--- src/hdl/iopel_consts.svh ---
// Register map, field positions, reset values and sizes of the port error log block.
`ifndef IOPEL_CONSTS_SVH
`define IOPEL_CONSTS_SVH

`define IOPEL_AW             14
`define IOPEL_VEC_W          16
`define IOPEL_LEVELS         4
`define IOPEL_PORTS          4
`define IOPEL_LINKS          2
`define IOPEL_CNT_W          3
`define IOPEL_IRQ_W          3

`define IOPEL_OFS_LOG        14'h2040
`define IOPEL_OFS_IRQ_STAT   14'h2044
`define IOPEL_OFS_IRQ_CLR    14'h2048
`define IOPEL_OFS_IRQ_EN     14'h204C
`define IOPEL_OFS_LVL3_ID    14'h2050
`define IOPEL_OFS_VECTOR     14'h2B40

`define IOPEL_EN_BIT         31
`define IOPEL_WND_BIT        29
`define IOPEL_CSRPE_BIT      28
`define IOPEL_CIE_BIT        27
`define IOPEL_ULNK_LSB       25
`define IOPEL_DLNK_LSB       23
`define IOPEL_QOVF_BIT       22
`define IOPEL_BIE_LSB        20
`define IOPEL_PPAR_LSB       16
`define IOPEL_PPKT_LSB       12
`define IOPEL_POVF_LSB       8
`define IOPEL_MBX_LSB        4
`define IOPEL_FLAG_LSB       4
`define IOPEL_FLAG_W         26
`define IOPEL_RSVD_LSB       0
`define IOPEL_RSVD_W         4

`define IOPEL_IRQ_POST_BIT   0
`define IOPEL_IRQ_FAULT_BIT  1
`define IOPEL_IRQ_QOVF_BIT   2

`define IOPEL_WND_DEPTH      3'h4
`define IOPEL_Q_DEPTH        3'h4
`define IOPEL_LOG_RST        32'h0000_0000
`define IOPEL_VEC_RST        16'h0000

`endif

--- src/hdl/iopel_pkg.sv ---
// Types shared by the port error log block.
`include "iopel_consts.svh"

package iopel_pkg;

  // Error reports from the port's own logic, all one-cycle pulses except mbx_pending.
  typedef struct packed {
    logic                      up_link_overflow;
    logic                      up_link_sequence;
    logic                      merge_fifo_over;
    logic                      merge_fifo_under;
    logic                      mbx_queue_over;
    logic                      mbx_queue_under;
    logic                      up_first_cycle_par;
    logic                      csr_parity;
    logic [`IOPEL_LINKS-1:0]   up_link_err;
    logic [`IOPEL_LINKS-1:0]   dn_link_err;
    logic [`IOPEL_LINKS-1:0]   bridge_internal;
    logic [`IOPEL_PORTS-1:0]   port_parity;
    logic [`IOPEL_PORTS-1:0]   port_packet;
    logic [`IOPEL_PORTS-1:0]   port_fifo_ovf;
    logic [`IOPEL_PORTS-1:0]   mbx_status;
    logic [`IOPEL_PORTS-1:0]   mbx_pending;
  } iopel_err_s;

  // Window transactions and interrupt arrivals per priority level.
  typedef struct packed {
    logic                      window_txn;
    logic                      window_decrement;
    logic [`IOPEL_LEVELS-1:0]  intr_arrive;
    logic [`IOPEL_LEVELS-1:0]  intr_taken;
  } iopel_evt_s;

  typedef logic [`IOPEL_CNT_W-1:0] iopel_cnt_t;

  typedef struct packed {
    logic [31:0]                              log;
    logic [`IOPEL_IRQ_W-1:0]                  irq_stat;
    logic [`IOPEL_IRQ_W-1:0]                  irq_en;
    logic [`IOPEL_VEC_W-1:0]                  vector;
    logic                                     armed;
    logic                                     lvl3_pending;
    iopel_cnt_t                               wnd_cnt;
    logic [`IOPEL_LEVELS-1:0][`IOPEL_CNT_W-1:0] q_cnt;
    logic                                     ack;
    logic [31:0]                              rdata;
    logic                                     irq;
    logic                                     err_irq;
    logic                                     fault;
  } iopel_state_s;

endpackage

--- src/hdl/iopel_top.sv ---
// Node error log, error interrupt and fault logic of an I/O port, with an Avalon-MM slave.
//
// Our own choice: the Avalon-MM interface to the registers.
`timescale 1ns/1ps
`include "iopel_consts.svh"

module iopel_top
  import iopel_pkg::*;
(
  // Clock, reset and clock enable.
  input  wire logic                    mclk_i,
  input  wire logic                    rst_n_i,
  input  wire logic                    ce_i,
  // Avalon-MM register slave.
  input  wire logic [`IOPEL_AW-1:0]    address_i,
  input  wire logic                    read_i,
  input  wire logic                    write_i,
  input  wire logic [31:0]             writedata_i,
  input  wire logic [3:0]              byteenable_i,
  output logic      [31:0]             readdata_o,
  output logic                         waitrequest_o,
  // Error and event reports from the port logic.
  input  wire iopel_err_s              err_i,
  input  wire iopel_evt_s              evt_i,
  // Interrupts and system fault.
  output logic                         irq_o,
  output logic                         error_irq_o,
  output logic                         system_fault_line_o
);

  iopel_state_s q;
  iopel_state_s next_q;

  logic [31:0]                 set_v;
  logic [`IOPEL_LEVELS-1:0]    q_ovf;
  logic [`IOPEL_LEVELS-1:0][`IOPEL_CNT_W-1:0] q_next;

  // Each priority level keeps an occupancy count; an untaken arrival at a full level is lost.
  genvar lv;
  generate
    for (lv = 0; lv < `IOPEL_LEVELS; lv++) begin : g_level
      always_comb begin
        // A read in the same cycle frees a slot, so only an untaken arrival at a full level is lost.
        q_ovf[lv]  = evt_i.intr_arrive[lv] && !evt_i.intr_taken[lv]
                     && (q.q_cnt[lv] == `IOPEL_Q_DEPTH);
        q_next[lv] = q.q_cnt[lv];
        if (evt_i.intr_arrive[lv] && !q_ovf[lv] && !evt_i.intr_taken[lv]) begin
          q_next[lv] = q.q_cnt[lv] + 3'h1;
        end else if (!evt_i.intr_arrive[lv] && evt_i.intr_taken[lv] && (q.q_cnt[lv] != 3'h0)) begin
          q_next[lv] = q.q_cnt[lv] - 3'h1;
        end
      end
    end
  endgenerate

  // Events that set error flags this cycle.
  always_comb begin
    set_v = 32'h0000_0000;
    set_v[`IOPEL_WND_BIT]   = evt_i.window_txn && !evt_i.window_decrement
                              && (q.wnd_cnt == `IOPEL_WND_DEPTH);
    set_v[`IOPEL_CSRPE_BIT] = err_i.csr_parity;
    set_v[`IOPEL_CIE_BIT]   = err_i.up_link_overflow | err_i.up_link_sequence
                              | err_i.merge_fifo_over | err_i.merge_fifo_under
                              | err_i.mbx_queue_over | err_i.mbx_queue_under
                              | err_i.up_first_cycle_par;
    set_v[`IOPEL_ULNK_LSB +: `IOPEL_LINKS] = err_i.up_link_err;
    set_v[`IOPEL_DLNK_LSB +: `IOPEL_LINKS] = err_i.dn_link_err;
    set_v[`IOPEL_QOVF_BIT]  = |q_ovf;
    set_v[`IOPEL_BIE_LSB +: `IOPEL_LINKS]  = err_i.bridge_internal;
    set_v[`IOPEL_PPAR_LSB +: `IOPEL_PORTS] = err_i.port_parity;
    set_v[`IOPEL_PPKT_LSB +: `IOPEL_PORTS] = err_i.port_packet;
    set_v[`IOPEL_POVF_LSB +: `IOPEL_PORTS] = err_i.port_fifo_ovf;
    set_v[`IOPEL_MBX_LSB +: `IOPEL_PORTS]  = err_i.mbx_status & ~err_i.mbx_pending;
  end

  logic                        req;
  logic                        wr_go;
  logic                        rd_go;
  logic [31:0]                 clr_v;
  logic [31:0]                 flags_next;
  logic                        any_flag;
  logic                        post;
  logic [`IOPEL_IRQ_W-1:0]     irq_set;
  logic [`IOPEL_IRQ_W-1:0]     irq_clr;
  logic                        full_word;

  always_comb begin
    next_q     = q;
    req        = read_i || write_i;
    // A write or a read side effect happens only at the edge that ends the request.
    wr_go      = write_i && q.ack;
    rd_go      = read_i && q.ack;
    full_word  = &byteenable_i;
    clr_v      = 32'h0000_0000;
    irq_clr    = '0;

    // Answer one cycle after the request is seen, then drop for a cycle.
    next_q.ack = req && !q.ack;
    if (req && !q.ack) begin
      unique case (address_i)
        `IOPEL_OFS_LOG:      next_q.rdata = q.log;
        `IOPEL_OFS_IRQ_STAT: next_q.rdata = {{(32-`IOPEL_IRQ_W){1'b0}}, q.irq_stat};
        `IOPEL_OFS_IRQ_EN:   next_q.rdata = {{(32-`IOPEL_IRQ_W){1'b0}}, q.irq_en};
        `IOPEL_OFS_VECTOR:   next_q.rdata = {{(32-`IOPEL_VEC_W){1'b0}}, q.vector};
        `IOPEL_OFS_LVL3_ID:  next_q.rdata = q.lvl3_pending ? {{(32-`IOPEL_VEC_W){1'b0}}, q.vector}
                                                           : 32'h0000_0000;
        default:             next_q.rdata = 32'h0000_0000;
      endcase
    end

    // Partial writes are ignored so a clear mask is never half applied.
    if (wr_go && full_word) begin
      unique case (address_i)
        `IOPEL_OFS_LOG: begin
          next_q.log[`IOPEL_EN_BIT] = writedata_i[`IOPEL_EN_BIT];
          next_q.log[`IOPEL_RSVD_LSB +: `IOPEL_RSVD_W] = writedata_i[`IOPEL_RSVD_LSB +: `IOPEL_RSVD_W];
          clr_v[`IOPEL_FLAG_LSB +: `IOPEL_FLAG_W] = writedata_i[`IOPEL_FLAG_LSB +: `IOPEL_FLAG_W];
        end
        `IOPEL_OFS_IRQ_CLR: irq_clr = writedata_i[`IOPEL_IRQ_W-1:0];
        `IOPEL_OFS_IRQ_EN:  next_q.irq_en = writedata_i[`IOPEL_IRQ_W-1:0];
        `IOPEL_OFS_VECTOR:  next_q.vector = writedata_i[`IOPEL_VEC_W-1:0];
        default: ;
      endcase
    end

    // A set in the same cycle as its clear wins, so no error is lost.
    flags_next = (q.log & ~clr_v) | set_v;
    next_q.log[`IOPEL_FLAG_LSB +: `IOPEL_FLAG_W] = flags_next[`IOPEL_FLAG_LSB +: `IOPEL_FLAG_W];

    // Bit 30 is unused and reads as zero.
    next_q.log[`IOPEL_EN_BIT-1] = 1'b0;

    any_flag = |q.log[`IOPEL_FLAG_LSB +: `IOPEL_FLAG_W];
    post     = q.log[`IOPEL_EN_BIT] && q.armed && any_flag;
    if (post) begin
      next_q.armed        = 1'b0;
      next_q.lvl3_pending = 1'b1;
    end else if (!(|flags_next[`IOPEL_FLAG_LSB +: `IOPEL_FLAG_W])) begin
      next_q.armed = 1'b1;
    end

    // The level-3 read consumes the pending vector; a new post in that cycle wins.
    if (rd_go && (address_i == `IOPEL_OFS_LVL3_ID) && !post) begin
      next_q.lvl3_pending = 1'b0;
    end

    // The error interrupt stays raised until the processor takes its vector.
    next_q.err_irq = next_q.lvl3_pending;

    if (evt_i.window_txn && !evt_i.window_decrement && (q.wnd_cnt != `IOPEL_WND_DEPTH)) begin
      next_q.wnd_cnt = q.wnd_cnt + 3'h1;
    end else if (!evt_i.window_txn && evt_i.window_decrement && (q.wnd_cnt != 3'h0)) begin
      next_q.wnd_cnt = q.wnd_cnt - 3'h1;
    end
    next_q.q_cnt = q_next;

    next_q.fault = flags_next[`IOPEL_WND_BIT] || flags_next[`IOPEL_CIE_BIT];

    irq_set = '0;
    irq_set[`IOPEL_IRQ_POST_BIT]  = post;
    irq_set[`IOPEL_IRQ_FAULT_BIT] = next_q.fault && !q.fault;
    irq_set[`IOPEL_IRQ_QOVF_BIT]  = set_v[`IOPEL_QOVF_BIT];
    next_q.irq_stat = (q.irq_stat & ~irq_clr) | irq_set;
    next_q.irq      = |(next_q.irq_stat & next_q.irq_en);
  end

  always_ff @(posedge mclk_i) begin
    if (!rst_n_i) begin
      q              <= '0;
      q.log          <= `IOPEL_LOG_RST;
      q.vector       <= `IOPEL_VEC_RST;
      q.armed        <= 1'b1;
    end else if (ce_i) begin
      q <= next_q;
    end
  end

  assign readdata_o          = q.rdata;
  assign waitrequest_o       = !q.ack;
  assign irq_o               = q.irq;
  assign error_irq_o         = q.err_irq;
  assign system_fault_line_o = q.fault;

endmodule

--- config.mk ---
export PLATFORM = sky130hd
export DESIGN_NAME = iopel_top
export DESIGN_NICKNAME = d
export VERILOG_FILES = /design/src/hdl/iopel_pkg.sv /design/src/hdl/iopel_top.sv
export VERILOG_INCLUDE_DIRS = /design/src /design/src/hdl
export SDC_FILE = /design/constraint.sdc
export NUM_CORES = 1
export LEC_CHECK = 0
export BUFFER_PORTS_ARGS = -buffer_cell sky130_fd_sc_hd__buf_4
export CAP_MARGIN = 10
export CORE_ASPECT_RATIO = 2
export CORE_MARGIN = 2
export CORE_UTILIZATION = 53
export DETAILED_ROUTE_END_ITERATION = 6
export PLACE_DENSITY = 0.8
export SYNTH_ARGS = -nofsm -noshare
export SYNTH_HDL_FRONTEND = slang
export SYNTH_SLANG_ARGS = --single-unit
--- constraint.sdc ---
create_clock -name mclk_i -period 2.7 [get_ports mclk_i]
set_input_delay 0.405 -clock mclk_i [delete_from_list [all_inputs] [get_ports mclk_i]]
set_output_delay 0.405 -clock mclk_i [all_outputs]
set_load 0.05 [all_outputs]
After elaboration in Yosys (flattened, before gate mapping). Index checks and enable logic that the tools add are counted.

Register bits: 105.

Eq/ne operators: 13. Multiplexer cells: 23. Bitwise logic cells: 15. Add/sub/neg operators: 10. Reductions and logical operators: 83.

Operators with widths (count): 32-bit one-hot mux with 5 select lines (1); 14-bit == test (second input constant) (6); 26-bit two-way mux (2); 26-bit OR reduction (2); 3-bit two-way mux (13); 1-bit logical AND (38); 16-bit two-way mux (2); 30-bit AND (1); 30-bit NOT (1); 30-bit bitwise OR (1); 19-bit two-way mux (1); 1-bit logical NOT (17); 2-bit AND reduction (8); 3-bit by 1-bit adder with 3-bit output (second input constant) (5); 3-bit == test (second input constant) (5); 3-bit nonzero test (5); 3-bit by 1-bit subtractor with 3-bit output (second input constant) (5); 2-bit nonzero test (6); 3-bit AND (2); 1-bit bitwise OR (6); 3-bit AND reduction (2); 4-bit AND (1); 1-bit two-way mux (4); 4-bit NOT (1); other kinds (8) (9).

Depth between registers and ports, before layout.
Word-level depth: 12. Depth in mapped cells: 8. Gate-level depth less buffers: 7.

Least setup slack after synthesis. No wires, ideal clock.

Kind: input to register. Start point: input port address_i[5]. End point: register q[59] (netlist name). Data arrival time: 2.246 ns. Slack: 0.326 ns. Buffers on the path: 2. Stages on the path: 7. Path through: or4b_1 -> nor4_1 -> nor4b_1 -> buf_2 -> buf_6 -> mux2i_1 -> nor2_1.

Cells in the longest elaborated chain, start to end: 2.

Ends and longest elaborated chain: start: declaration (RTL line iopel_top.sv:15) `` input wire logic [`IOPEL_AW-1:0] address_i, ``; 14-bit == test (RTL line iopel_top.sv:113) `unique case (address_i)`; 3-bit AND reduction (no line); end signal: assignment (RTL line iopel_top.sv:174) `q <= next_q;`; end: declaration (RTL line iopel_top.sv:31) `iopel_state_s q;`.

Every way passes these cells. A chain may end at the register's enable or synchronous reset.

Final worst setup path.
Start point: register q[35] (netlist name). End point: register q, in the netlist irq_o.

Cells in the longest elaborated chain, start to end: 11. Elaborated cells between the ends (all ways): 15.

Ends and longest elaborated chain: 1-bit logical AND (*) (RTL line iopel_top.sv:91) `wr_go = write_i && q.ack;`; 1-bit logical AND (*) (RTL line iopel_top.sv:112) `if (wr_go && full_word) begin`; 26-bit two-way mux (RTL line iopel_top.sv:112); 30-bit NOT (RTL line iopel_top.sv:127) `flags_next = (q.log & ~clr_v) | set_v;`; 30-bit AND (RTL line iopel_top.sv:127); 30-bit bitwise OR (RTL line iopel_top.sv:127); 1-bit logical OR (RTL line iopel_top.sv:157) `` next_q.fault = flags_next[`IOPEL_WND_BIT] || flags_next[`IOPEL_CIE_BIT]; ``; 1-bit logical AND (RTL line iopel_top.sv:161) `` irq_set[`IOPEL_IRQ_FAULT_BIT] = next_q.fault && !q.fault; ``; 3-bit bitwise OR (RTL line iopel_top.sv:163) `next_q.irq_stat = (q.irq_stat & ~irq_clr) | irq_set;`; 3-bit AND (*) (RTL line iopel_top.sv:164) `next_q.irq = |(next_q.irq_stat & next_q.irq_en);`; 3-bit OR reduction (*) (RTL line iopel_top.sv:164).

Every way passes the cells marked *; elsewhere a longest branch is shown, timed or not.

==> results.json <==
{
  "tightest_slew_ps": 950,
  "vias": 5299,
  "p_per_area_nw_per_um2": 550,
  "path_class": "flop to flop",
  "fin_skew_ps": 5.18,
  "die_y_um": 146,
  "final_net_count": 841,
  "cts.path.max_buffers": 2,
  "crit_chain": "nand4_1, nor4_4, buf_12, a21oi_1, a211oi_1, buf_4, a2bb2oi_1, o32ai_1",
  "start_kind": "flop",
  "first_pass_iters": 6,
  "use_met1_pct": 31.2,
  "cts-buffers-inserted": 9,
  "rsz0062_at_grt": "no",
  "syn_area_um2": 5320,
  "routed_wl_mm": 16.1,
  "synth_top_cell_by_area": "dfxtp_1",
  "post-route-period-util_pct": 86.5,
  "clock_sinks": 104,
  "dp_hpwl_mm": 12.0,
  "diodes": 0,
  "fin_hold_ws_ps": 317,
  "use_met3_pct": 5.89,
  "cts_resized": 0,
  "cpMaxStageDelayCell": "dfxtp_1",
  "required_ps": 2920,
  "cts_htree_levels": 3,
  "ctsRootBufferMaster": "clkbuf_16",
  "avgSynthCellArea_um2": 8.28,
  "synth_seq_cells": 104,
  "use_met2_pct": 52.1,
  "dp_cells": 858,
  "finalSetupTns_ps": 0,
  "r2r_cells": 8,
  "die-area_um2": 10900,
  "drive_above_1_share_pct": 24.8,
  "yosys_warnings": 0,
  "placement_rows": 51,
  "yosysMostFrequentCell": "dfxtp_1",
  "clock_latency_ps": 350,
  "synth_edf_count": 0,
  "grt_use_total_pct": 30.1,
  "drtIter0Drc": 372,
  "finalCriticalPeriod_ps": 2330,
  "max_cap_viol_count": 0,
  "area_growth_pct": 25.2,
  "timing.rr.end": "irq_o",
  "hold_path.class": "input port to flop",
  "slew_violations": 0,
  "p_leak_uw": 0.00260,
  "grt_pass1_wl_mm": 25.3,
  "postCtsSetupBuffers": 0,
  "cts.clk_slew.worst_paths_ps": 70,
  "grt_max_degree": 39,
  "synth_cells": 643,
  "ys_async_sr_fraction_pct": 0,
  "r2r_setup_slack_ps": 370,
  "setup_viol": 0,
  "syn_nets": 747,
  "core-area_um2": 9760,
  "slew_headroom_pct": 35.9,
  "clock.fmax_ghz": 0.428,
  "ys_top_cells_by_area": "dfxtp_1 39%, nor2_1 5.1%, a22oi_1 4.8%, nand2_1 4.6%, buf_4 4.5%",
  "r2r-start": "q[35]",
  "cts_tree": "yes",
  "ant_nets": 0,
  "crit_path_max_fanout": 27,
  "viasPerCell": 6.06,
  "ys_top_cells_by_count": "104 x dfxtp_1, 72 x nor2_1, 65 x nand2_1",
  "critPathMaxStageDelay_ps": 430,
  "whs_path_depth": 3,
  "endpoint_kind": "flop",
  "globalplace.congestion": 0.952,
  "synth_flop_cell": "dfxtp_1",
  "hp-start": "writedata_i[3]",
  "hold_end": "q[56]",
  "synth_top_cell_area_share_pct": 39.1,
  "fin_cells": 874,
  "top_usage_layer": "met2",
  "hold_buffers": 0,
  "wl_per_cell_um": 18.4,
  "ys_seq_area_share_pct": 39.1,
  "yosys.cell_types.count": 58,
  "port_buffers": 132,
  "ir_drop_uv": 354,
  "antenna_found_initial": 0,
  "start_util_pct": 54.5,
  "drc_errors": 0,
  "fill_cells": 834,
  "grt_pass1_vias": 5268,
  "status": "completed",
  "critPathArrivalTime_ps": 2560,
  "ios": 135,
  "grt.overflow.total": 0,
  "hold_viol_final": 0,
  "die_w_um": 74.9,
  "critPathLaunch": "q[35]"
}
[cells in the final DEF (no fill, tap or decap), types with 2 or more instances in the layout]
master       n
xnor2_1      8
clkbuf_16    9
nand2b_1     5
nor2b_1      2
nor3_2       2
nor4b_1      2
nand3b_1     4
a211oi_1     3
mux2_2       3
nand2_1     65
a31oi_1     11
or3b_2       3
o32ai_1      3
o311ai_0     2
mux2i_1     22
buf_12       5
or3_1        8
inv_1       24
fa_1         5
dfxtp_1    104
a222oi_1     3
a2bb2oi_1   17
nor2_1      72
xor2_1      11
o41ai_1      2
nand4_1      6
a21oi_1     39
a22o_1       2
bufinv_16    3
and3_1       3
nor4_1      16
nor3_1       6
a22oi_1     34
a32oi_1      4
nand3_1     44
buf_4      148
o21ai_0     13
nor3b_1      2
[layout make-up]
| cell class | instances | area (um^2) | share of cell area, % |
|---|---|---|---|
| clock buffers | 11 | 243 | 3.64 |
| well taps | 132 | 165 | 2.48 |
| flip-flops and latches | 104 | 2080 | 31.2 |
| inverters | 25 | 93.8 | 1.41 |
| repair buffers | 153 | 1210 | 18.2 |
| clock inverters | 5 | 104 | 1.56 |
| multi-input cells | 444 | 2760 | 41.5 |
[worst max-delay path: cells and delay by family, from the launching register on]
kind                   cells  cell delay, ps
AO/OA/AOI/OAI              4             700
AND/OR/NAND/NOR            2             670
buffers and inverters      2             400
flip-flops                 1             430
[state kept, by name, indices dropped and copies added, names as in the netlist]
name,flops
q,70
readdata_o,31
error_irq_o,1
irq_o,1
system_fault_line_o,1
[power breakdown]
part	leakage, uW	internal (uW)	switching [uW]
combinational	0.00158	239	260
sequential	0.000846	1590	70.3
clock	0.000170	932	575
[layer usage]
layer	wire (um)	vias up
met3	918	81
met5	0	-
met2	8720	252
li1	-	2457
met4	1030	0
met1	5400	2509
[metrics by stage]
step	total power [uW]	utilization (%)	instance area (um^2)	setup WS [ps]
2_1_floorplan	1950	-	5320	326
3_3_place_gp	2170	64.7	6320	132
3_5_place_dp	2190	64.7	6320	98.2
4_1_cts	3680	68.2	6660	406
5_1_grt	3800	68.2	6660	236
6_report	3670	68.2	6660	365
[kinds of logic (layout without fill, tap and decap cells)]
| kind of cell | Yosys count | count (layout) | share of synthesized area (%) |
|---|---|---|---|
| flops | 104 | 104 | 39.1 |
| xor+xnor | 19 | 19 | 3.13 |
| fa+ha+maj | 5 | 5 | 1.88 |
| mux | 25 | 25 | 4.77 |
| other cells | 1 | 1 | 0.0705 |
| buf+inv | 95 | 194 | 9.40 |
| simple gates | 248 | 248 | 22.5 |
| compound gates | 146 | 146 | 19.1 |
[how the worst max path moves through the flow]
stage | endpoint | slack (ps) | cells after the start
floorplan | q[59] | 330 | 7
global placement | irq_o | 130 | 9
detailed placement | irq_o | 100 | 9
CTS | irq_o | 410 | 8
global route | irq_o | 240 | 8
finish | irq_o | 370 | 8
No activity file was read; power rests on OpenSTA's default activity.
